===== config.mk =====
export PLATFORM = sky130hd
export DESIGN_NAME = cod_op_decoder
export DESIGN_NICKNAME = d
export VERILOG_FILES = /design/src/cod_mc_timer.v /design/src/cod_op_decoder.v
export VERILOG_INCLUDE_DIRS = /design/src
export SDC_FILE = /design/constraint.sdc
export NUM_CORES = 1
export LEC_CHECK = 0
export BUFFER_PORTS_ARGS = -buffer_cell sky130_fd_sc_hd__buf_2
export CAP_MARGIN = 20
export CORE_MARGIN = 2
export CORE_UTILIZATION = 40
export CTS_CLUSTER_SIZE = 8
export DETAILED_ROUTE_END_ITERATION = 7
export GPL_ROUTABILITY_DRIVEN = 0
export MAX_ROUTING_LAYER = met4
export SYNTH_ARGS = -nofsm -noshare
export SYNTH_HDL_FRONTEND = slang
export SYNTH_SLANG_ARGS = --single-unit
export TNS_END_PERCENT = 20

===== constraint.sdc =====
create_clock -name CLK_I -period 1.72 [get_ports CLK_I]
set_input_delay 0.086 -clock CLK_I [delete_from_list [all_inputs] [get_ports CLK_I]]
set_output_delay 0.086 -clock CLK_I [all_outputs]
set_load 0.01 [all_outputs]

===== src/cod_regs.vh =====
// constants for the opcode decoder: classes, operand selects, timing
`ifndef COD_REGS_VH
`define COD_REGS_VH

// clock and machine cycle timing
`define COD_CLK_PERIOD_NS 10
`define COD_CLKS_PER_MC 2
`define COD_MC_CNT_W 3

// instruction lengths in bytes
`define COD_LEN_1 2'h1
`define COD_LEN_2 2'h2
`define COD_LEN_3 2'h3

// execution times in machine cycles
`define COD_MC_1 3'h1
`define COD_MC_2 3'h2
`define COD_MC_4 3'h4

// operation classes
`define COD_OP_W 5
`define COD_OP_ILLEGAL 5'h00
`define COD_OP_ADD 5'h01
`define COD_OP_ADDC 5'h02
`define COD_OP_SUBB 5'h03
`define COD_OP_INC 5'h04
`define COD_OP_DEC 5'h05
`define COD_OP_INC_DP 5'h06
`define COD_OP_MUL 5'h07
`define COD_OP_DIV 5'h08
`define COD_OP_DA 5'h09
`define COD_OP_AND 5'h0A
`define COD_OP_OR 5'h0B
`define COD_OP_XOR 5'h0C
`define COD_OP_CLR 5'h0D
`define COD_OP_CPL 5'h0E
`define COD_OP_SWAP 5'h0F
`define COD_OP_RL 5'h10
`define COD_OP_RLC 5'h11
`define COD_OP_RR 5'h12
`define COD_OP_RRC 5'h13
`define COD_OP_MOV 5'h14
`define COD_OP_MOV_DP 5'h15
`define COD_OP_MOVC 5'h16
`define COD_OP_MOVX 5'h17
`define COD_OP_PUSH 5'h18
`define COD_OP_POP 5'h19
`define COD_OP_XCH 5'h1A
`define COD_OP_XCHD 5'h1B

// operand selects
`define COD_SEL_W 4
`define COD_SEL_NONE 4'h0
`define COD_SEL_ACC 4'h1
`define COD_SEL_BANK 4'h2
`define COD_SEL_DIR 4'h3
`define COD_SEL_IND 4'h4
`define COD_SEL_IMM 4'h5
`define COD_SEL_B 4'h6
`define COD_SEL_DP 4'h7
`define COD_SEL_CODE_DP 4'h8
`define COD_SEL_CODE_PC 4'h9
`define COD_SEL_XDAT_DP 4'hA
`define COD_SEL_XDAT_IND 4'hB
`define COD_SEL_STACK 4'hC
`define COD_SEL_IMM16 4'hD

`endif

===== src/cod_mc_timer.v =====
// machine cycle timer: counts execution time in two-clock machine cycles
`timescale 1ns/1ps
`default_nettype none
`include "cod_regs.vh"

module cod_mc_timer #(
	parameter CLKS_PER_MC = `COD_CLKS_PER_MC
) (
	// clock and reset
	input wire clk_i,
	input wire srst_i,
	// control
	input wire start_i,
	input wire [`COD_MC_CNT_W-1:0] mc_count_i,
	// status
	output reg busy_o,
	output reg mc_tick_o,
	output reg done_o
);

	reg [`COD_MC_CNT_W-1:0] mc_left;
	reg [1:0] phase;

	always @(posedge clk_i) begin
		if (srst_i) begin
			busy_o <= 1'b0;
			mc_tick_o <= 1'b0;
			done_o <= 1'b0;
			mc_left <= {`COD_MC_CNT_W{1'b0}};
			phase <= 2'h0;
		end else begin
			mc_tick_o <= 1'b0;
			done_o <= 1'b0;
			if (start_i && !busy_o) begin
				busy_o <= 1'b1;
				mc_left <= mc_count_i;
				phase <= 2'h0;
			end else if (busy_o) begin
				// each machine cycle spans two clocks [RULE1]
				if (phase == CLKS_PER_MC[1:0] - 2'h1) begin
					phase <= 2'h0;
					mc_tick_o <= 1'b1;
					mc_left <= mc_left - 1'b1;
					if (mc_left == {{(`COD_MC_CNT_W-1){1'b0}}, 1'b1}) begin
						busy_o <= 1'b0;
						done_o <= 1'b1;
					end
				end else begin
					phase <= phase + 2'h1;
				end
			end
		end
	end

endmodule // cod_mc_timer

`default_nettype wire


===== src/cod_op_decoder.v =====
// opcode decoder for arithmetic, logical and data transfer instructions
// Summary of operation
// RULE1: a machine cycle is two clocks; all timing counts in machine cycles
// RULE2: each opcode has length one, two or three bytes
// RULE3: execution is 1, 2 or 4 cycles; multiply A4 and divide 84 take four
// RULE4: add decodes 28-2F, 25, 26-27, 24 in one cycle
// RULE5: add with carry decodes 38-3F, 35, 36-37, 34
// RULE6: subtract with borrow decodes 98-9F, 95, 96-97, 94
// RULE7: increment decodes 04, 08-0F, 05, 06-07 in one cycle
// RULE8: decrement decodes 14, 18-1F, 15, 16-17 in one cycle
// RULE9: A3 increments data pointer, one byte, two cycles
// RULE10: AND decodes 58-5F, 55, 56-57, 54, 52, and 53 three bytes two cycles
// RULE11: OR decodes 48-4F, 45, 46-47, 44, 42, and 43 three bytes two cycles
// RULE12: XOR decodes 68-6F, 65, 66-67, 64, 62, and 63 three bytes two cycles
// RULE13: rotations 23, 03, 33, 13 are one byte one cycle
// RULE14: loads into A decode E8-EF, E5, E6-E7, 74 in one cycle
// RULE15: A8-AF loads bank register from direct, two bytes two cycles
// RULE16: 85 copies direct to direct, three bytes two cycles
// RULE17: 90 loads data pointer from immediate, three bytes two cycles
// RULE18: 93 and 83 read program memory, one byte two cycles
// RULE19: E0, F0, E2-E3, F2-F3 external data, one byte two cycles
// RULE20: C0 push and D0 pop, two bytes two cycles
// RULE21: exchange decodes C8-CF, C5, C6-C7 in one cycle
// RULE22: D6-D7 swap low nibbles with indirect memory, one byte one cycle
// RULE23: register number is opcode bits 2:0 for bank ranges
// RULE24: decode results presented in the opcode's decode cycle
`timescale 1ns/1ps
`default_nettype none
`include "cod_regs.vh"

module cod_op_decoder #(
	parameter CLKS_PER_MC = `COD_CLKS_PER_MC
) (
	// clock and reset
	input wire CLK_I,
	input wire SRST_I,
	// opcode from fetch
	input wire OPCODE_VALID_I,
	input wire [7:0] OPCODE_I,
	// decode results
	output reg DEC_VALID_O,
	output reg DEC_ILLEGAL_O,
	output reg [`COD_OP_W-1:0] OP_CLASS_O,
	output reg [`COD_SEL_W-1:0] SRC_SEL_O,
	output reg [`COD_SEL_W-1:0] DST_SEL_O,
	output reg [2:0] REG_NUM_O,
	output reg IND_SEL_O,
	output reg XDAT_WRITE_O,
	output reg [1:0] LEN_O,
	output reg [`COD_MC_CNT_W-1:0] MC_COUNT_O,
	// execution timing
	output reg EXEC_BUSY_O,
	output reg MC_TICK_O,
	output reg EXEC_DONE_O
);

	reg [`COD_OP_W-1:0] next_op;
	reg [`COD_SEL_W-1:0] next_src;
	reg [`COD_SEL_W-1:0] next_dst;
	reg [1:0] next_len;
	reg [`COD_MC_CNT_W-1:0] next_mc;
	reg next_illegal;
	reg [3:0] mode;
	wire tm_busy;
	wire tm_tick;
	wire tm_done;

	////////////////////////////////////////////////////////////////////////
	// operand form from low nibble: 4 imm, 5 dir, 6-7 ind, 8-F bank
	function [`COD_SEL_W-1:0] low_form;
		input [3:0] lo;
		begin
			if (lo[3])
				low_form = `COD_SEL_BANK;
			else if (lo[2:1] == 2'h3)
				low_form = `COD_SEL_IND;
			else if (lo[2:0] == 3'h5)
				low_form = `COD_SEL_DIR;
			else if (lo[2:0] == 3'h4)
				low_form = `COD_SEL_IMM;
			else
				low_form = `COD_SEL_NONE;
		end
	endfunction

	// length of the common accumulator forms: dir and imm carry one operand
	function [1:0] form_len;
		input [`COD_SEL_W-1:0] form;
		begin
			if (form == `COD_SEL_DIR || form == `COD_SEL_IMM)
				form_len = `COD_LEN_2; // [RULE2]
			else
				form_len = `COD_LEN_1; // [RULE2]
		end
	endfunction

	////////////////////////////////////////////////////////////////////////
	// combinational decode
	always @* begin
		next_op = `COD_OP_ILLEGAL;
		next_src = `COD_SEL_NONE;
		next_dst = `COD_SEL_NONE;
		next_len = `COD_LEN_1;
		next_mc = `COD_MC_1;
		next_illegal = 1'b0;
		mode = OPCODE_I[3:0];
		// accumulator operand groups sharing the 4/5/6-7/8-F layout
		if (mode >= 4'h4 && (OPCODE_I[7:4] == 4'h2 || OPCODE_I[7:4] == 4'h3 ||
			OPCODE_I[7:4] == 4'h9 || OPCODE_I[7:4] == 4'h4 ||
			OPCODE_I[7:4] == 4'h5 || OPCODE_I[7:4] == 4'h6)) begin
			next_src = low_form(mode);
			next_dst = `COD_SEL_ACC;
			next_len = form_len(next_src);
			case (OPCODE_I[7:4])
				4'h2: next_op = `COD_OP_ADD; // [RULE4]
				4'h3: next_op = `COD_OP_ADDC; // [RULE5]
				4'h9: next_op = `COD_OP_SUBB; // [RULE6]
				4'h4: next_op = `COD_OP_OR; // [RULE11]
				4'h5: next_op = `COD_OP_AND; // [RULE10]
				default: next_op = `COD_OP_XOR; // [RULE12]
			endcase
		end else if (mode >= 4'h5 && (OPCODE_I[7:4] == 4'h0 || OPCODE_I[7:4] == 4'h1)) begin
			// inc/dec of dir, ind, bank [RULE7] [RULE8]
			next_op = OPCODE_I[4] ? `COD_OP_DEC : `COD_OP_INC;
			next_src = low_form(mode);
			next_dst = next_src;
			next_len = form_len(next_src);
		end else if (mode >= 4'h5 && OPCODE_I[7:4] == 4'hE) begin
			next_op = `COD_OP_MOV; // [RULE14]
			next_src = low_form(mode);
			next_dst = `COD_SEL_ACC;
			next_len = form_len(next_src);
		end else if (mode >= 4'h5 && OPCODE_I[7:4] == 4'hC) begin
			next_op = `COD_OP_XCH; // [RULE21]
			next_src = low_form(mode);
			next_dst = `COD_SEL_ACC;
			next_len = form_len(next_src);
		end else if (OPCODE_I[7:3] == 5'h15) begin
			next_op = `COD_OP_MOV; // [RULE15]
			next_src = `COD_SEL_DIR;
			next_dst = `COD_SEL_BANK;
			next_len = `COD_LEN_2;
			next_mc = `COD_MC_2;
		end else if (OPCODE_I == 8'h52 || OPCODE_I == 8'h42 || OPCODE_I == 8'h62 ||
			OPCODE_I == 8'h53 || OPCODE_I == 8'h43 || OPCODE_I == 8'h63) begin
			// logic into direct byte [RULE10] [RULE11] [RULE12]
			next_op = (OPCODE_I[7:4] == 4'h5) ? `COD_OP_AND :
				(OPCODE_I[7:4] == 4'h4) ? `COD_OP_OR : `COD_OP_XOR;
			next_dst = `COD_SEL_DIR;
			next_src = OPCODE_I[0] ? `COD_SEL_IMM : `COD_SEL_ACC;
			next_len = OPCODE_I[0] ? `COD_LEN_3 : `COD_LEN_2;
			next_mc = OPCODE_I[0] ? `COD_MC_2 : `COD_MC_1;
		end else if (OPCODE_I == 8'hE2 || OPCODE_I == 8'hE3 || OPCODE_I == 8'hE0 ||
			OPCODE_I == 8'hF2 || OPCODE_I == 8'hF3 || OPCODE_I == 8'hF0) begin
			next_op = `COD_OP_MOVX; // [RULE19]
			next_mc = `COD_MC_2;
			if (OPCODE_I[4]) begin
				next_src = `COD_SEL_ACC;
				next_dst = OPCODE_I[1] ? `COD_SEL_XDAT_IND : `COD_SEL_XDAT_DP;
			end else begin
				next_dst = `COD_SEL_ACC;
				next_src = OPCODE_I[1] ? `COD_SEL_XDAT_IND : `COD_SEL_XDAT_DP;
			end
		end else if (OPCODE_I == 8'hD6 || OPCODE_I == 8'hD7) begin
			next_op = `COD_OP_XCHD; // [RULE22]
			next_src = `COD_SEL_IND;
			next_dst = `COD_SEL_ACC;
		end else begin
			case (OPCODE_I)
				8'h04, 8'h14: begin
					next_op = OPCODE_I[4] ? `COD_OP_DEC : `COD_OP_INC; // [RULE7] [RULE8]
					next_src = `COD_SEL_ACC;
					next_dst = `COD_SEL_ACC;
				end
				8'hA3: begin
					next_op = `COD_OP_INC_DP; // [RULE9]
					next_src = `COD_SEL_DP;
					next_dst = `COD_SEL_DP;
					next_mc = `COD_MC_2;
				end
				8'hA4, 8'h84: begin
					next_op = OPCODE_I[5] ? `COD_OP_MUL : `COD_OP_DIV;
					next_src = `COD_SEL_B;
					next_dst = `COD_SEL_ACC;
					next_mc = `COD_MC_4; // [RULE3]
				end
				8'hD4: begin
					next_op = `COD_OP_DA;
					next_dst = `COD_SEL_ACC;
				end
				8'hE4, 8'hF4, 8'hC4: begin
					next_op = (OPCODE_I == 8'hE4) ? `COD_OP_CLR :
						(OPCODE_I == 8'hF4) ? `COD_OP_CPL : `COD_OP_SWAP;
					next_dst = `COD_SEL_ACC;
				end
				8'h23, 8'h33, 8'h03, 8'h13: begin
					next_op = (OPCODE_I == 8'h23) ? `COD_OP_RL : // [RULE13]
						(OPCODE_I == 8'h33) ? `COD_OP_RLC :
						(OPCODE_I == 8'h03) ? `COD_OP_RR : `COD_OP_RRC;
					next_src = `COD_SEL_ACC;
					next_dst = `COD_SEL_ACC;
				end
				8'h74: begin
					next_op = `COD_OP_MOV; // [RULE14]
					next_src = `COD_SEL_IMM;
					next_dst = `COD_SEL_ACC;
					next_len = `COD_LEN_2;
				end
				8'h85: begin
					next_op = `COD_OP_MOV; // [RULE16]
					next_src = `COD_SEL_DIR;
					next_dst = `COD_SEL_DIR;
					next_len = `COD_LEN_3;
					next_mc = `COD_MC_2;
				end
				8'h90: begin
					next_op = `COD_OP_MOV_DP; // [RULE17]
					next_src = `COD_SEL_IMM16;
					next_dst = `COD_SEL_DP;
					next_len = `COD_LEN_3;
					next_mc = `COD_MC_2;
				end
				8'h93, 8'h83: begin
					next_op = `COD_OP_MOVC; // [RULE18]
					next_src = OPCODE_I[4] ? `COD_SEL_CODE_DP : `COD_SEL_CODE_PC;
					next_dst = `COD_SEL_ACC;
					next_mc = `COD_MC_2;
				end
				8'hC0, 8'hD0: begin
					next_op = OPCODE_I[4] ? `COD_OP_POP : `COD_OP_PUSH; // [RULE20]
					next_src = OPCODE_I[4] ? `COD_SEL_STACK : `COD_SEL_DIR;
					next_dst = OPCODE_I[4] ? `COD_SEL_DIR : `COD_SEL_STACK;
					next_len = `COD_LEN_2;
					next_mc = `COD_MC_2;
				end
				default: begin
					// outside these groups: flagged for the other decoders
					next_illegal = 1'b1;
				end
			endcase
		end
	end

	////////////////////////////////////////////////////////////////////////
	// registered outputs, valid the cycle after the opcode is offered while the timer is not busy
	always @(posedge CLK_I) begin
		if (SRST_I) begin
			DEC_VALID_O <= 1'b0;
			DEC_ILLEGAL_O <= 1'b0;
			OP_CLASS_O <= `COD_OP_ILLEGAL;
			SRC_SEL_O <= `COD_SEL_NONE;
			DST_SEL_O <= `COD_SEL_NONE;
			REG_NUM_O <= 3'h0;
			IND_SEL_O <= 1'b0;
			XDAT_WRITE_O <= 1'b0;
			LEN_O <= `COD_LEN_1;
			MC_COUNT_O <= `COD_MC_1;
		end else begin
			DEC_VALID_O <= OPCODE_VALID_I && !tm_busy; // [RULE24]
			if (OPCODE_VALID_I && !tm_busy) begin
				DEC_ILLEGAL_O <= next_illegal;
				OP_CLASS_O <= next_op; // [RULE24]
				SRC_SEL_O <= next_src;
				DST_SEL_O <= next_dst;
				REG_NUM_O <= OPCODE_I[2:0]; // [RULE23]
				IND_SEL_O <= OPCODE_I[0];
				XDAT_WRITE_O <= (next_op == `COD_OP_MOVX) && OPCODE_I[4];
				LEN_O <= next_len; // [RULE2]
				MC_COUNT_O <= next_mc; // [RULE3]
			end
		end
	end

	cod_mc_timer #(
		.CLKS_PER_MC(CLKS_PER_MC)
	) u_timer (
		.clk_i(CLK_I),
		.srst_i(SRST_I),
		.start_i(OPCODE_VALID_I && !next_illegal),
		.mc_count_i(next_mc),
		.busy_o(tm_busy),
		.mc_tick_o(tm_tick),
		.done_o(tm_done)
	);

	always @(posedge CLK_I) begin
		if (SRST_I) begin
			EXEC_BUSY_O <= 1'b0;
			MC_TICK_O <= 1'b0;
			EXEC_DONE_O <= 1'b0;
		end else begin
			EXEC_BUSY_O <= tm_busy; // [RULE1]
			MC_TICK_O <= tm_tick;
			EXEC_DONE_O <= tm_done;
		end
	end

endmodule // cod_op_decoder

`default_nettype wire


==> impl_metrics.json <==
{
  "cts_tree": "yes",
  "ios": 39,
  "cts_buffers": 5,
  "min_period_ns": 1.74,
  "p_int_uw": 1600,
  "antenna_cells": 0,
  "yosys.area.top_type": "dfxtp_1",
  "ctsHtreeMaxLevel": 2,
  "drv_slew": 0,
  "drc": 0,
  "drive_above_1_share_pct": 35.5,
  "grt.overflow.total": 0,
  "ys_top_cells_by_count": "dfxtp_1 (35), nor2_1 (33), nand2_1 (32)",
  "cap_violations": 0,
  "ys_warn_count": 0,
  "drtPass1Iterations": 5,
  "pwr-share-comb_pct": 29.6,
  "synthArstFlopShare_pct": 0,
  "cts_sinks": 35,
  "drt-wirelength-per-cell_um": 16.9,
  "crit_type": "in -> reg",
  "antenna_found_initial": 0,
  "finalWorstSetupSlack_ns": -0.0224,
  "max_slew_margin_pct": 68.4,
  "synth-seq-area-share_pct": 28.1,
  "areaGrowthSynthToFinish_pct": 41.5,
  "worstPathRequired_ns": 1.94,
  "cp-end-kind": "flip-flop",
  "fin_cells": 526,
  "syn_avg_cell_area_um2": 7.28,
  "holdWs_ns": 0.105,
  "cts_setup_buffers": 0,
  "ys_ff_latch": 35,
  "via_per_inst": 5.91,
  "vdd_ir_drop_max_mv": 0.512,
  "netlist.area_leader.share_pct": 28.1,
  "swShare_pct": 30.7,
  "routed_wl_um": 8900,
  "core_um2": 5960,
  "grt_usage_pct": 26.5,
  "grt_max_degree": 37,
  "period_share_pct": 101,
  "setup_viol": 1,
  "clk_pin_slew_ns": 0.07,
  "grt_pass1_wl_um": 14500,
  "clk_latency_ns": 0.29,
  "postSynthCellCount": 342,
  "power.leakage_uw": 0.00154,
  "max_clock_freq_mhz": 574,
  "ys_types": 61,
  "synth_area_leaders": "dfxtp_1 (28%), nor2_1 (5.0%), nand2_1 (4.8%)",
  "synth_fp_nets": 355,
  "synth_most_common_cell": "dfxtp_1",
  "post-place-cells": 517,
  "synth-edff-count": 0,
  "via_count": 3111,
  "tns_ns": -0.0224,
  "grt_pass1_vias": 2938,
  "p_seq_share_pct": 38.5,
  "start_kind": "primary input",
  "place_ws_ns": -0.242,
  "violations": "negative setup slack",
  "hold_viol_final": 0,
  "hp-class": "in -> reg",
  "drt_iter0_markers": 282,
  "crit_fanout": 8,
  "io_buffers": 38,
  "p_per_area_nw_per_um2": 657,
  "switchingPower_uw": 712,
  "root_buffer": "clkbuf_8",
  "p_clk_share_pct": 32.0,
  "skew_ns": 0.00672,
  "fp.dieH_um": 82.9,
  "clockBufferDepth": 2,
  "worstMarginPinSlew_ns": 0.471,
  "hpwl_um": 7030,
  "status": "finished, violations left",
  "rsz0062_at_grt": "yes",
  "synth_ff_type": "dfxtp_1",
  "critPathArrivalTime_ns": 1.96,
  "syn_area_um2": 2490,
  "nNetsFinal": 463,
  "initial_utilization_pct": 41.8,
  "ant_nets": 0,
  "die_area_um2": 6870,
  "die_w_um": 82.9,
  "core.rowCount": 28
}
[metal layers]
layer	routed length, um	global-route usage [%]
met1	3790	32.9
met2	4000	41.3
met3	689	4.67
met4	417	13.3
met5	0	-
[path summary, 6_finish.rpt]
| path | startpoint | to | slack (ns) | cells past startpoint |
|---|---|---|---|---|
| setup / recovery | OPCODE_I[3] | SRC_SEL_O[1] | -0.02 | 8 |
| hold / removal | OPCODE_VALID_I | DEC_VALID_O | 0.11 | 3 |
| setup reg to reg | u_timer.busy_o | u_timer.mc_left[0] | 0.31 | 5 |
| hold reg to reg | u_timer.mc_tick_o | MC_TICK_O | 0.44 | 1 |
[critical path: stages]
cell and delay [ns]:
buf_2 0.14, buf_4 0.15, or4b_1 0.54, nor3_1 0.32, inv_1 0.11, a221o_1 0.31, o2bb2ai_1 0.13, a31oi_1 0.16
[kinds of logic after synthesis]
family / synth area share [%]
buf+inv: 6.53
fa+ha+maj: 1.00
simple gates: 36.3
compound gates: 26.1
xor+xnor: 1.41
flops: 28.1
mux: 0.603
[final cells by class]
class | instances | area, um2
Fill cell | 546 | 2430
Multi-Input combinational cell | 268 | 1680
Timing Repair Buffer | 134 | 918
Sequential cell | 35 | 701
Tap cell | 75 | 93.8
Clock buffer | 5 | 68.8
Clock inverter | 3 | 43.8
Inverter | 6 | 22.5
[power by group through the flow]
| stage | Clock [uW] | Sequential [uW] | Combinational (uW) |
|---|---|---|---|
| detailed placement | 0 | 910 | 660 |
| finish | 740 | 891 | 686 |
| CTS | 758 | 891 | 664 |
| global placement | 0 | 908 | 655 |
| floorplan | 0 | 931 | 338 |
| global route | 787 | 896 | 745 |
[cells in the final DEF (no fill, tap or decap), drive strengths merged, types with 5 or more instances in the layout]
cell type  netlist  routed
o21ai           18      18
inv              6       6
a21oi           19      19
nor3b            6       6
clkbuf          22       7
dfxtp           35      35
a31oi           11      11
nand2           32      32
nor2b            9       9
nor2            33      33
a211oi           6       6
nor4             5       5
buf             11     131
nor4b            5       5
or3              5       5
nand2b          12      12
and3             7       7
nor3            22      22
o31ai            6       6
nand3            9       9
[repair_timing]
item                                    4_1_cts  5_1_grt
hold buffers                                  1        0
gates resized for setup                       0        9
endpoints found under the setup margin        0       11
endpoints found under the hold margin         1        0
[through the flow]
| stage | utilization (%) | power [uW] | instance area, um2 |
|---|---|---|---|
| final | 59.2 | 2320 | 3520 |
| after global routing | 59.2 | 2430 | 3520 |
| after CTS | 58.4 | 2310 | 3480 |
| after detailed placement | 56.3 | 1570 | 3360 |
| after global placement | 56.3 | 1560 | 3360 |
| after floorplan | - | 1270 | 2500 |
[sequential cells by signal (all words and copies together), names as in the netlist]
signal             cells
XDAT_WRITE_O           1
LEN_O                  2
MC_TICK_O              1
u_timer.mc_tick_o      1
EXEC_DONE_O            1
SRC_SEL_O              4
DST_SEL_O              4
EXEC_BUSY_O            1
u_timer.busy_o         1
MC_COUNT_O             3
DEC_VALID_O            1
DEC_ILLEGAL_O          1
u_timer.mc_left        3
u_timer.phase          2
REG_NUM_O              3
OP_CLASS_O             5
u_timer.done_o         1
Note: power is estimated with default switching activity, not from simulation.
